--- config.mk ---
export PLATFORM = sky130hd
export DESIGN_NAME = tlink_top
export DESIGN_NICKNAME = d
export VERILOG_FILES = /design/src/core/tlink_pkg.sv /design/src/core/tlink_chan.sv /design/src/core/tlink_top.sv
export VERILOG_INCLUDE_DIRS = /design/src /design/src/core
export SDC_FILE = /design/constraint.sdc
export NUM_CORES = 1
export LEC_CHECK = 0
export BUFFER_PORTS_ARGS = -buffer_cell sky130_fd_sc_hd__buf_2
export CAP_MARGIN = 20
export CORE_UTILIZATION = 59
export CTS_CLUSTER_SIZE = 28
export DETAILED_ROUTE_END_ITERATION = 6
export PLACE_DENSITY = 0.8
export SYNTH_ARGS = -nofsm -noshare
export SYNTH_HDL_FRONTEND = slang
export SYNTH_SLANG_ARGS = --single-unit
--- constraint.sdc ---
create_clock -name clk_i -period 2.5 [get_ports clk_i]
set_input_delay 0.375 -clock clk_i [delete_from_list [all_inputs] [get_ports clk_i]]
set_output_delay 0.375 -clock clk_i [all_outputs]
set_load 0.01 [all_outputs]
--- src/core/tlink_regs.svh ---
// register offsets, field positions, reset values and timing counts for the trigger link block
`ifndef TLINK_REGS_SVH
`define TLINK_REGS_SVH

`define TLINK_CLK_NS        100
`define TLINK_MERGE_NS      250
`define TLINK_OFF_CTRL      8'h00
`define TLINK_OFF_IN0       8'h04
`define TLINK_OFF_IN1       8'h08
`define TLINK_OFF_STAT      8'h0c
`define TLINK_OFF_EVT0      8'h10
`define TLINK_OFF_EVT1      8'h14
// control register fields
`define TLINK_CTRL_START    0
`define TLINK_CTRL_STOP     1
`define TLINK_CTRL_BPMODE   2
`define TLINK_CTRL_LINKED   3
// per input config fields
`define TLINK_IN_SRC_LSB    0
`define TLINK_IN_DST_LSB    3
`define TLINK_IN_WHP        5
`define TLINK_IN_PEAKMODE   6
`define TLINK_IN_ROI_EN     7
`define TLINK_IN_ERR_EN     8
`define TLINK_IN_BUSY_LSB   16
`define TLINK_IN_RESET      32'h0000_0000
// status fields
`define TLINK_ST_RUN        0
`define TLINK_ST_WAIT       1
`define TLINK_ST_REJ        2

`endif

--- src/core/tlink_pkg.sv ---
// types shared by the trigger link block
package tlink_pkg;
    typedef enum logic [2:0] {
        TLINK_SRC_SELF  = 3'b000,
        TLINK_SRC_OTHER = 3'b001,
        TLINK_SRC_OSCA  = 3'b010,
        TLINK_SRC_LINK  = 3'b011,
        TLINK_SRC_BP    = 3'b100
    } tlink_src_e;
    typedef enum logic [1:0] {
        TLINK_DST_NONE = 2'b00,
        TLINK_DST_BP   = 2'b01,
        TLINK_DST_LINK = 2'b10
    } tlink_dst_e;
    typedef enum logic [1:0] {
        TLINK_ST_IDLE = 2'b00,
        TLINK_ST_ARM  = 2'b01,
        TLINK_ST_RUN  = 2'b10
    } tlink_run_e;
    typedef struct packed {
        logic       err_en;
        logic       roi_en;
        logic       peak_mode;
        logic       send_whp;
        tlink_dst_e dst;
        tlink_src_e src;
    } tlink_cfg_s;
    typedef struct packed {
        logic self_station_trigger_terminal;
        logic peak_done;
        logic peak_in_roi;
        logic peak_err;
    } tlink_front_s;
endpackage

--- src/core/tlink_chan.sv ---
// one input channel: source select, busy window, event qualification
`timescale 1ns/10ps
`include "tlink_regs.svh"
module tlink_chan
    import tlink_pkg::*;
#(
    parameter int BUSY_W = 16
) (
    input  wire logic              clk_i,       // module clock
    input  wire logic              rst_i,       // sync reset
    input  wire tlink_cfg_s        cfg_i,       // channel setup
    input  wire logic [BUSY_W-1:0] busy_cyc_i,  // window plus processing, cycles
    input  wire logic              run_i,       // measurement running
    input  wire tlink_front_s      front_i,     // analog front-end events
    input  wire logic              oth_station_trigger_terminal_i,  // other input trigger
    input  wire logic              oth_whp_i,   // other input window hit
    input  wire logic              link_ev_i,   // link line event
    input  wire logic              bp_ev_i,     // backplane event
    output logic                   station_trigger_terminal_o,      // accepted trigger pulse
    output logic                   whp_o,       // window hit pulse
    output logic                   valid_o,     // valid event kept
    output logic                   busy_o       // peak detection in progress
);
    logic [BUSY_W-1:0] cnt_q;
    logic              sel_w;
    logic              take_w;
    logic              keep_w;

    // trigger source multiplexer
    assign sel_w = (cfg_i.src == TLINK_SRC_SELF)  ? front_i.self_station_trigger_terminal :
                   (cfg_i.src == TLINK_SRC_OTHER) ? oth_station_trigger_terminal_i :
                   (cfg_i.src == TLINK_SRC_OSCA)  ? oth_whp_i :
                   (cfg_i.src == TLINK_SRC_LINK)  ? link_ev_i :
                   (cfg_i.src == TLINK_SRC_BP)    ? bp_ev_i : 1'b0;
    // a trigger while busy is dropped, not queued
    assign take_w = run_i && sel_w && !busy_o;
    // discard out-of-region or erroneous peaks
    assign keep_w = front_i.peak_done && busy_o && (!cfg_i.roi_en || front_i.peak_in_roi)
                    && !(cfg_i.err_en && front_i.peak_err);

    // busy window counter
    always_ff @(posedge clk_i) begin
        if (rst_i) begin
            cnt_q <= '0;
        end else if (take_w) begin
            cnt_q <= busy_cyc_i;
        end else if (cnt_q != '0) begin
            cnt_q <= cnt_q - BUSY_W'(1);
        end
    end
    assign busy_o = (cnt_q != '0);

    // registered event pulses
    always_ff @(posedge clk_i) begin
        if (rst_i) begin
            station_trigger_terminal_o  <= 1'b0;
            whp_o   <= 1'b0;
            valid_o <= 1'b0;
        end else begin
            station_trigger_terminal_o  <= take_w;
            whp_o   <= keep_w && cfg_i.peak_mode;
            valid_o <= keep_w;
        end
    end

    chk_busy_drop : assert property (@(posedge clk_i) disable iff (rst_i)
        busy_o && sel_w |=> !station_trigger_terminal_o) else $error("trigger accepted while busy");
    chk_whp_peak : assert property (@(posedge clk_i) disable iff (rst_i)
        whp_o |-> $past(cfg_i.peak_mode) && $past(front_i.peak_done)) else $error("window hit without peak");
    chk_roi_discard : assert property (@(posedge clk_i) disable iff (rst_i)
        cfg_i.roi_en && !front_i.peak_in_roi |=> !valid_o) else $error("out of region kept");
endmodule

--- src/core/tlink_top.sv ---
// trigger routing and measurement start control with a wishbone register slave
`timescale 1ns/10ps
`include "tlink_regs.svh"
// Contract
// - The received link trigger is the OR of all drivers, and pulses closer than 250 ns may merge.
// - With region or error check enabled, out-of-region or failed peaks are discarded despite a trigger.
// - A slave still busy with a previous peak may miss a linked trigger, which is not queued.
// - In normal mode measurement starts directly on the start command.
// - In backplane-start mode a start command waits for a backplane pulse before measuring.
// - All armed modules seeing one backplane pulse start together on it.
// - Selecting the backplane line as trigger source is rejected while in backplane-start mode.
// - Start mode is one shared setting per linked group, own setting when unlinked.
// - Each input can drive its trigger or window hit pulse onto the link line, and any input may use it.
// - An input's trigger output is suppressed while its previous event is still measured.
// - A window hit pulse comes only in peak mode, inside the region, and never for flagged errors; the code checks region and error only with roi_en and err_en set.
// - Each input's output destination is none, backplane line or link line.
module tlink_top
    import tlink_pkg::*;
#(
    parameter int BUSY_W = 16,
    parameter int MERGE_CYC = (`TLINK_MERGE_NS + `TLINK_CLK_NS - 1) / `TLINK_CLK_NS
) (
    input  wire logic        clk_i,         // 10 MHz module clock
    input  wire logic        rst_i,         // sync reset, active high
    input  wire logic [7:0]  adr_i,         // wishbone byte address
    input  wire logic [31:0] dat_i,         // wishbone write data
    input  wire logic [3:0]  sel_i,         // wishbone byte selects
    input  wire logic        we_i,          // wishbone write
    input  wire logic        cyc_i,         // wishbone cycle
    input  wire logic        stb_i,         // wishbone strobe
    output logic [31:0]      dat_o,         // wishbone read data
    output logic             ack_o,         // wishbone ack
    output logic             err_o,         // wishbone error, unmapped
    input  wire logic [1:0]  self_station_trigger_terminal_i,   // self trigger per input
    input  wire logic [1:0]  peak_done_i,   // peak detection finished
    input  wire logic [1:0]  peak_roi_i,    // peak lies in region
    input  wire logic [1:0]  peak_err_i,    // peak failed error check
    input  wire logic        link_line_i,   // wired-or link line level
    input  wire logic        bp_line_i,     // backplane trigger line level
    input  wire logic        grp_bpmode_i,  // start mode shared by link group
    output logic             link_line_o,   // drive link line
    output logic             link_line_oe_o,// link line enable
    output logic             bp_line_o,     // drive backplane line
    output logic             bp_line_oe_o,  // backplane line enable
    output logic             run_o,         // measurement running
    output logic [1:0]       valid_o        // valid event per input
);
    tlink_cfg_s        cfg_q [2];
    logic [BUSY_W-1:0] busy_q [2];
    logic              bpmode_q, linked_q, rej_q;
    tlink_run_e        st_q;
    logic [1:0]        link_s_q, bp_s_q;
    logic              link_d_q, bp_d_q;
    logic [3:0]        lhold_q, bhold_q;
    logic [1:0]        station_trigger_terminal_w, whp_w, busy_w, valid_w;
    logic              link_ev_w, bp_ev_w, bpmode_w, run_w;
    logic              wr_w, rd_hit_w, map_w;
    logic [31:0]       rdat_w;
    logic [1:0]        link_drv_w, bp_drv_w;
    logic              start_w, stop_w;
    tlink_cfg_s        wcfg_w;
    logic [31:0]       evt_q [2];

    // flag illegal source choice
    function automatic logic src_bad(input tlink_cfg_s c, input logic bpm);
        src_bad = bpm && (c.src == TLINK_SRC_BP);
    endfunction

    // synchronise and edge-detect incoming lines; first stage feeds only the second
    always_ff @(posedge clk_i) begin
        if (rst_i) begin
            link_s_q <= 2'b00;
            bp_s_q   <= 2'b00;
            link_d_q <= 1'b0;
            bp_d_q   <= 1'b0;
        end else begin
            link_s_q <= {link_s_q[0], link_line_i};
            bp_s_q   <= {bp_s_q[0], bp_line_i};
            link_d_q <= link_s_q[1];
            bp_d_q   <= bp_s_q[1];
        end
    end
    // wired-or line: any driver raises it, overlapping pulses give one edge
    assign link_ev_w = link_s_q[1] && !link_d_q;
    assign bp_ev_w   = bp_s_q[1] && !bp_d_q;

    // shared group mode when linked, own setting otherwise
    assign bpmode_w = linked_q ? grp_bpmode_i : bpmode_q;
    assign run_w    = (st_q == TLINK_ST_RUN);

    // bus decode
    assign wr_w  = cyc_i && stb_i && we_i && !ack_o && !err_o;
    assign map_w = (adr_i == `TLINK_OFF_CTRL) || (adr_i == `TLINK_OFF_IN0) || (adr_i == `TLINK_OFF_IN1)
                   || (adr_i == `TLINK_OFF_STAT) || (adr_i == `TLINK_OFF_EVT0) || (adr_i == `TLINK_OFF_EVT1);
    assign rd_hit_w = cyc_i && stb_i && !ack_o && !err_o;
    assign start_w  = wr_w && sel_i[0] && (adr_i == `TLINK_OFF_CTRL) && dat_i[`TLINK_CTRL_START];
    assign stop_w   = wr_w && sel_i[0] && (adr_i == `TLINK_OFF_CTRL) && dat_i[`TLINK_CTRL_STOP];
    assign wcfg_w   = tlink_cfg_s'(dat_i[8:0]);

    // read mux
    always_comb begin
        rdat_w = 32'h0000_0000;
        if (adr_i == `TLINK_OFF_CTRL) begin
            rdat_w[`TLINK_CTRL_BPMODE] = bpmode_q;
            rdat_w[`TLINK_CTRL_LINKED] = linked_q;
        end else if (adr_i == `TLINK_OFF_IN0) begin
            rdat_w[8:0] = cfg_q[0];
            rdat_w[`TLINK_IN_BUSY_LSB +: BUSY_W] = busy_q[0];
        end else if (adr_i == `TLINK_OFF_IN1) begin
            rdat_w[8:0] = cfg_q[1];
            rdat_w[`TLINK_IN_BUSY_LSB +: BUSY_W] = busy_q[1];
        end else if (adr_i == `TLINK_OFF_STAT) begin
            rdat_w[`TLINK_ST_RUN]  = run_w;
            rdat_w[`TLINK_ST_WAIT] = (st_q == TLINK_ST_ARM);
            rdat_w[`TLINK_ST_REJ]  = rej_q;
            rdat_w[5:4]            = busy_w;
        end else if (adr_i == `TLINK_OFF_EVT0) begin
            rdat_w = evt_q[0];
        end else if (adr_i == `TLINK_OFF_EVT1) begin
            rdat_w = evt_q[1];
        end
    end

    // bus answer, one cycle after the request
    always_ff @(posedge clk_i) begin
        if (rst_i) begin
            ack_o <= 1'b0;
            err_o <= 1'b0;
            dat_o <= 32'h0000_0000;
        end else begin
            ack_o <= rd_hit_w && map_w;
            err_o <= rd_hit_w && !map_w;
            dat_o <= (rd_hit_w && map_w && !we_i) ? rdat_w : 32'h0000_0000;
        end
    end

    // configuration registers; backplane source refused in backplane-start mode
    always_ff @(posedge clk_i) begin
        if (rst_i) begin
            bpmode_q <= 1'b0;
            linked_q <= 1'b0;
            rej_q    <= 1'b0;
            for (int i = 0; i < 2; i++) begin
                cfg_q[i]  <= tlink_cfg_s'(9'h000);
                busy_q[i] <= '0;
            end
        end else if (wr_w && sel_i[0]) begin
            if (adr_i == `TLINK_OFF_CTRL) begin
                bpmode_q <= dat_i[`TLINK_CTRL_BPMODE];
                linked_q <= dat_i[`TLINK_CTRL_LINKED];
            end else if (adr_i == `TLINK_OFF_IN0 || adr_i == `TLINK_OFF_IN1) begin
                if (src_bad(wcfg_w, bpmode_w)) begin
                    rej_q <= 1'b1;
                end else begin
                    rej_q <= 1'b0;
                    cfg_q[adr_i[3]] <= wcfg_w;
                    if (sel_i[2] && sel_i[3]) begin
                        busy_q[adr_i[3]] <= dat_i[`TLINK_IN_BUSY_LSB +: BUSY_W];
                    end
                end
            end
        end
    end

    // start state machine
    always_ff @(posedge clk_i) begin
        if (rst_i) begin
            st_q <= TLINK_ST_IDLE;
        end else begin
            case (st_q)
                TLINK_ST_IDLE: begin
                    if (start_w) begin
                        st_q <= bpmode_w ? TLINK_ST_ARM : TLINK_ST_RUN;
                    end
                end
                TLINK_ST_ARM: begin
                    if (stop_w) begin
                        st_q <= TLINK_ST_IDLE;
                    end else if (bp_ev_w) begin
                        st_q <= TLINK_ST_RUN;
                    end
                end
                TLINK_ST_RUN: begin
                    if (stop_w) begin
                        st_q <= TLINK_ST_IDLE;
                    end
                end
                default: st_q <= TLINK_ST_IDLE;
            endcase
        end
    end

    // two input channels
    for (genvar g = 0; g < 2; g++) begin : g_ch
        tlink_chan #(.BUSY_W(BUSY_W)) u_ch (
            .clk_i      (clk_i),
            .rst_i      (rst_i),
            .cfg_i      (cfg_q[g]),
            .busy_cyc_i (busy_q[g]),
            .run_i      (run_w),
            .front_i    ({self_station_trigger_terminal_i[g], peak_done_i[g], peak_roi_i[g], peak_err_i[g]}),
            .oth_station_trigger_terminal_i (station_trigger_terminal_w[1-g]),
            .oth_whp_i  (whp_w[1-g]),
            .link_ev_i  (link_ev_w),
            .bp_ev_i    (bp_ev_w),
            .station_trigger_terminal_o     (station_trigger_terminal_w[g]),
            .whp_o      (whp_w[g]),
            .valid_o    (valid_w[g]),
            .busy_o     (busy_w[g])
        );
        // selected pulse type per destination
        assign link_drv_w[g] = (cfg_q[g].dst == TLINK_DST_LINK) &&
                               (cfg_q[g].send_whp ? whp_w[g] : station_trigger_terminal_w[g]);
        assign bp_drv_w[g]   = (cfg_q[g].dst == TLINK_DST_BP) &&
                               (cfg_q[g].send_whp ? whp_w[g] : station_trigger_terminal_w[g]);
    end

    // line drivers stretched to the merge time so peers see them
    always_ff @(posedge clk_i) begin
        if (rst_i) begin
            lhold_q <= 4'h0;
            bhold_q <= 4'h0;
            link_line_o <= 1'b0;
            link_line_oe_o <= 1'b0;
            bp_line_o <= 1'b0;
            bp_line_oe_o <= 1'b0;
            run_o <= 1'b0;
            valid_o <= 2'b00;
            evt_q[0] <= 32'h0000_0000;
            evt_q[1] <= 32'h0000_0000;
        end else begin
            lhold_q <= (|link_drv_w) ? 4'(MERGE_CYC) : (lhold_q != 4'h0 ? lhold_q - 4'h1 : 4'h0);
            bhold_q <= (|bp_drv_w) ? 4'(MERGE_CYC) : (bhold_q != 4'h0 ? bhold_q - 4'h1 : 4'h0);
            link_line_o <= (|link_drv_w) || (lhold_q > 4'h1);
            link_line_oe_o <= (|link_drv_w) || (lhold_q > 4'h1);
            bp_line_o <= (|bp_drv_w) || (bhold_q > 4'h1);
            bp_line_oe_o <= (|bp_drv_w) || (bhold_q > 4'h1);
            run_o <= run_w;
            valid_o <= valid_w;
            evt_q[0] <= evt_q[0] + {31'h0, valid_w[0]};
            evt_q[1] <= evt_q[1] + {31'h0, valid_w[1]};
        end
    end

    chk_bp_start : assert property (@(posedge clk_i) disable iff (rst_i)
        (st_q == TLINK_ST_ARM) && bp_ev_w && !stop_w |=> run_w) else $error("armed start missed");
    chk_arm_hold : assert property (@(posedge clk_i) disable iff (rst_i)
        (st_q == TLINK_ST_ARM) && !bp_ev_w |=> !run_w) else $error("started without pulse");
    chk_norm_start : assert property (@(posedge clk_i) disable iff (rst_i)
        (st_q == TLINK_ST_IDLE) && start_w && !bpmode_w |=> run_w) else $error("normal start late");
    chk_src_reject : assert property (@(posedge clk_i) disable iff (rst_i)
        bpmode_w |-> cfg_q[0].src != TLINK_SRC_BP || $past(cfg_q[0].src) == TLINK_SRC_BP)
        else $error("backplane source accepted");
    chk_link_edge : assert property (@(posedge clk_i) disable iff (rst_i)
        link_ev_w |=> !link_ev_w) else $error("link event longer than a cycle");
endmodule

; Word-level counts from Yosys, hierarchy flattened
; Memories as Yosys holds them, arrays and structs flattened.
; Cells that the tools add are included.
[totals]
ff_bits = 96
ram_bits = 114
inputBits = 60
out_inout_bits = 41
elab_cells = 211
n_memories = 3
[op_classes]
add_sub_neg = 6
n_lt_le_gt_ge = 2
eq_ne = 23
n_mux = 63
bitwise_logic = 6
reduce_logical = 79
[memory_table]
columns = name, depth, word_bits, rd, rd_ports_with_merged_regs, wr, line
row1 = evt_q, 2, 32, 2, 0, 2, tlink_top.sv:62  ; logic [31:0] evt_q [2];
row2 = busy_q, 2, 16, 2, 0, 2, tlink_top.sv:49  ; logic [BUSY_W-1:0] busy_q [2];
row3 = cfg_q, 2, 9, 2, 0, 2, tlink_top.sv:48  ; tlink_cfg_s cfg_q [2];
[ops]
columns = cell, n
row1 = $mux 32, 4
row2 = $mux 16, 7
row3 = $add 32x1->32, 2
row4 = $logic_and 1x1->1, 35
row5 = $mux 1, 35
row6 = $reduce_bool 16->1, 2
row7 = $sub 16x1->16 const B, 2
row8 = $mux 9, 3
row9 = $mux 26, 1
row10 = $mux 2, 11
row11 = $eq 8x4->1 const B, 2
row12 = $eq 8x5->1 const B, 2
row13 = $reduce_or 16->1, 1
row14 = $eq 3x2->1 const B, 4
row15 = $logic_not 1->1, 12
row16 = $logic_or 1x1->1, 10
row17 = $eq 3x3->1 const B, 3
row18 = $reduce_or 9->1, 1
row19 = $eq 8x3->1 const B, 1
row20 = $gt 4x1->1 const B, 2
row21 = $logic_not 8->1, 1
row22 = $reduce_bool 4->1, 2
row23 = $reduce_or 4->1, 2
row24 = $sub 4x1->4 const B, 2
row25 = other kinds (17), 32

; Longest topological paths before layout
[logic_depth]
ltp_word = 10
mapped_depth = 10

; Hierarchy
; A second synthesis with hierarchy kept.
[unflattened]
hier_cells = 1020
area_unflattened_um2 = 9784.4
[modules_own_cells]
columns = module, n_inst, cells_each, area_each_um2
row1 = tlink_top, 1, 774, 7562.3
row2 = tlink_chan, 2, 123, 1111.1

; Worst setup path after synthesis
; No wires, ideal clock.
[synth_timing]
kind = input to register
start = input adr_i[1]
end = memory busy_q[1][0] (enable)
t_arrival_ns = 1.958
required_ns = 2.166
slack_ns = 0.209
cell_stages = 6
n_path_buf = 1
path_cell_list = or4_4 -> nor4b_4 -> and2_1 -> and3_1 -> buf_4 -> or2_2
[synth_lines]
columns = element, line
row1 = from (decl), tlink_top.sv:25  ; input wire logic [7:0] adr_i,
row2 = to (decl), tlink_top.sv:49

; Worst setup path after layout
[layout_timing]
start = register g_ch[0].u_ch.cnt_q[1]
end = register g_ch[0].u_ch.cnt_q[8]
[layout_between]
elab_chain_len = 4
word_cells_on_any_way = 7
[layout_rtl]
columns = element, line
row1 = from (decl), tlink_chan.sv:24  ; logic [BUSY_W-1:0] cnt_q;
row2 = from (signal assigned), tlink_chan.sv:46  ; cnt_q <= busy_cyc_i;
row3 = from (signal assigned), tlink_chan.sv:48  ; cnt_q <= cnt_q - BUSY_W'(1);
row4 = "parallel branches: the longest is 4 deep, another holds $sub 16x1->16", -
; Parallel ways; which one is timed is not known. The select of a mux whose other input is x is not followed.
; A chain may end at the register's enable or synchronous reset.

==> impl_metrics.tcl <==
set metrics [dict create \
    status "finished clean" \
    max_cap_viol_count 0 \
    peakVddDrop_mv 0.514 \
    dpl_cell_area_um2 10200 \
    synthArstFlopShare_pct 0 \
    synthFlopType "dfxtp_1" \
    crit_path_cell_trace "inv_1 > ha_1 > or3b_4 > nand2b_1 > or3_1 > buf_4 > a21oi_1 > nor3_1" \
    end_kind "flop" \
    clk_transition_reported_paths_ns 0.07 \
    slowest_stage "or3_1" \
    die-area_um2 16500 \
    vias 7868 \
    start_util_pct 61.1 \
    antenna_left 0 \
    post-route-min-period_ns 2.34 \
    grt_use_total_pct 29.5 \
    syn_nets 1048 \
    required_ns 2.87 \
    ys_seq_elements 210 \
    synth_area_um2 9430 \
    dieHeight_um 128 \
    fin_worst_skew_ns 0.0146 \
    cts_buffer_depth 3 \
    drc 0 \
    hold_viol_final 0 \
    final_common_cell "dfxtp_1" \
    max_freq_ghz 0.428 \
    cts_setup_buffers 0 \
    gp_congestion 0.892 \
    r2r_end "g_ch[0].u_ch.cnt_q[8]$_SDFFE_PP0P_" \
    cp.depth 8 \
    ys_types 69 \
    io_pins 101 \
    critPathTopFamily "simple AND/OR/NAND/NOR gates" \
    fillers 1165 \
    r2r-start "g_ch[0].u_ch.cnt_q[1]$_SDFFE_PP0P_" \
    crit_path_end "g_ch[0].u_ch.cnt_q[8]$_SDFFE_PP0P_" \
    yosys_warnings 0 \
    antenna_found_initial 1 \
    layout-drive-gt1-share_pct 17.6 \
    startpoint "g_ch[0].u_ch.cnt_q[1]$_SDFFE_PP0P_" \
    grt_max_degree 119 \
    h-tree-depth 1 \
    fin_tns_setup_ns 0 \
    root_buffer "clkbuf_16" \
    syn_inst 982 \
    grt_pass1_vias 7287 \
    worst_slew_pin_slew_ns 0.602 \
    cp_slowest_stage_delay_ns 0.58 \
    p_total_mw 9.24 \
    crit_path_start_kind "flop" \
    crit_buf_inv 2 \
    hold_path_class "in2reg" \
    portBuffers 92 \
    dr.pass1.iters 6 \
    crit_arrival_ns 2.71 \
    ff2ff_setup_slack_ns 0.16 \
    numClockSinks 210 \
    syn_avg_cell_area_um2 9.60 \
    die_w_um 128 \
    cp_max_fo 11 \
    finalCritPeriodShare_pct 93.5 \
    setup_viol 0 \
    slew_headroom_pct 59.8 \
    holdBufCountCts 0 \
    wirelength_um 24100 \
    slew_viol_final 0 \
    place_hpwl_um 17000 \
    overflow 0 \
    synth_edf_count 50 \
    coreArea_um2 15400 \
    crit_type "reg2reg" \
    multi_input_area_um2 4430 \
    cts_tree "done" \
    p_leak_nw 4.19 \
    vias_per_cell 6.01 \
    grt_pass1_wl_um 38000 \
    finalNetCount 1148 \
    syn2layout_area_growth_pct 16.0 \
    cts_buffers 22 \
    ys_seq_area_share_pct 49.9 \
    first_iter_violations 877 \
    insertion_delay_ns 0.51 \
    routedWlPerCell_um 18.4 \
    fin_area_um2 10900 \
    ff2ff_path_depth 8 \
    final_cell_mix "160 x dfxtp_1, 129 x nor2_1, 91 x buf_2, 53 x a21oi_1" \
    register_area_um2 4700 \
    p_per_area_nw_per_um2 845 \
    rsz0062_at_grt "no" \
    rows 45 \
]
==> how the worst min path moves through the flow <==
| stage | start | end | slack [ns] | depth (start not counted) |
|---|---|---|---|---|
| 2_1_floorplan | bp_s_q[0]$_SDFF_PP0_ | bp_s_q[1]$_SDFF_PP0_ | 0.41 | 1 |
| 3_3_place_gp | link_s_q[0]$_SDFF_PP0_ | link_s_q[1]$_SDFF_PP0_ | 0.42 | 1 |
| 3_5_place_dp | link_s_q[0]$_SDFF_PP0_ | link_s_q[1]$_SDFF_PP0_ | 0.43 | 1 |
| 4_1_cts | bp_line_i | bp_s_q[0]$_SDFF_PP0_ | 0.08 | 2 |
| 5_1_grt | link_line_i | link_s_q[0]$_SDFF_PP0_ | 0.09 | 2 |
| 6_report | bp_line_i | bp_s_q[0]$_SDFF_PP0_ | 0.08 | 2 |
==> report_power, final <==
part	leakage [nW]	switching [mW]	total, mW	internal (mW)
Sequential	1.80	0.259	3.99	3.73
Combinational	2.03	1.08	1.98	0.907
Clock	0.361	1.33	3.27	1.93
Total	4.19	2.67	9.24	6.58
==> cells by family after synthesis <==
family	count (synthesis)	synth area share [%]
simple gates	447	25.8
flops	210	49.9
compound gates	161	11.5
xor+xnor	67	6.22
buf+inv	67	3.24
mux	24	2.61
fa+ha+maj	6	0.796
==> synth_stat cells (4+ instances only) <==
cell type  count  area share [%]
dfxtp_1      160              34
mux2i_1       19             2.0
o21ai_0       17            0.90
xor2_1        42             3.9
nand4_1       24             1.6
nor2_1       129             5.1
nand2b_1      10            0.66
edfxtp_1      50              16
or3_1         16             1.1
a221oi_1      20             1.9
clkbuf_1      28             1.1
buf_2         13            0.69
and2_1        50             3.3
o31ai_1        5            0.40
nor2b_1       23             1.5
and3_1        25             1.7
nor4_1        11            0.73
a22oi_1       23             1.8
or2_2          8            0.53
nor4b_1        4            0.37
inv_1         13            0.52
mux2_2         5            0.60
nand3_1       41             2.2
nand3b_1       7            0.56
a31oi_1       11            0.73
ha_1           6            0.80
a21oi_1       53             2.8
nand2_1       44             1.8
buf_1          5            0.20
and4_1         8            0.74
xnor2_1       25             2.3
buf_4          6            0.48
nor3b_1        4            0.32
nor3_1        25             1.3
a21o_1         5            0.40
==> registers in the layout, indices dropped and copies added, names as in the netlist, 2 cells and up <==
signal,flops
evt_q,64
busy_q,32
dat_o,32
g_ch.u_ch.cnt_q,32
cfg_q,18
bhold_q,4
lhold_q,4
bp_s_q,2
g_ch.u_ch.station_trigger_terminal_o,2
g_ch.u_ch.valid_o,2
g_ch.u_ch.whp_o,2
link_s_q,2
st_q,2
valid_o,2
==> timing repair <==
item,CTS,global route
setup endpoints to repair,0,32
hold endpoints to repair,0,0
resized for setup,0,1
==> worst register-to-register path, cell delays in order, from the launching register on <==
cell      delay [ns]
dfxtp_1         0.35
inv_1           0.07
ha_1            0.17
or3b_4          0.41
nand2b_1        0.17
or3_1           0.58
buf_4           0.25
a21oi_1         0.14
nor3_1          0.06
==> per-stage QoR <==
step | std cells | worst slack, ns | utilization (%) | hold WS (ns)
detailed placement | 1269 | -0.0115 | 66.2 | 0.430
floorplan | 982 | 0.209 | - | 0.414
CTS | 1309 | 0.0183 | 70.9 | 0.0774
global placement | 1269 | 0.0305 | 66.2 | 0.415
global route | 1310 | 0.0116 | 70.9 | 0.0922
finish | 1310 | 0.162 | 70.9 | 0.0755
==> metal layers <==
| layer | global-route usage (%) | part of all wire, % |
|---|---|---|
| met4 | 7.89 | 2.5 |
| met5 | 0 | 0 |
| met1 | 41.1 | 43 |
| met3 | 4.70 | 8.2 |
| met2 | 47.7 | 46 |
==> cell type report <==
class / count / share of cell area [%]
multi-input combinational: 705 / 40.4
antenna: 1 / 0.0229
clock inverter: 14 / 1.07
clock buffer: 26 / 5.55
tap: 211 / 2.41
sequential: 210 / 43.0
inverter: 13 / 0.446
timing repair buffer: 130 / 7.07
Power figures use the tool's default switching activity.
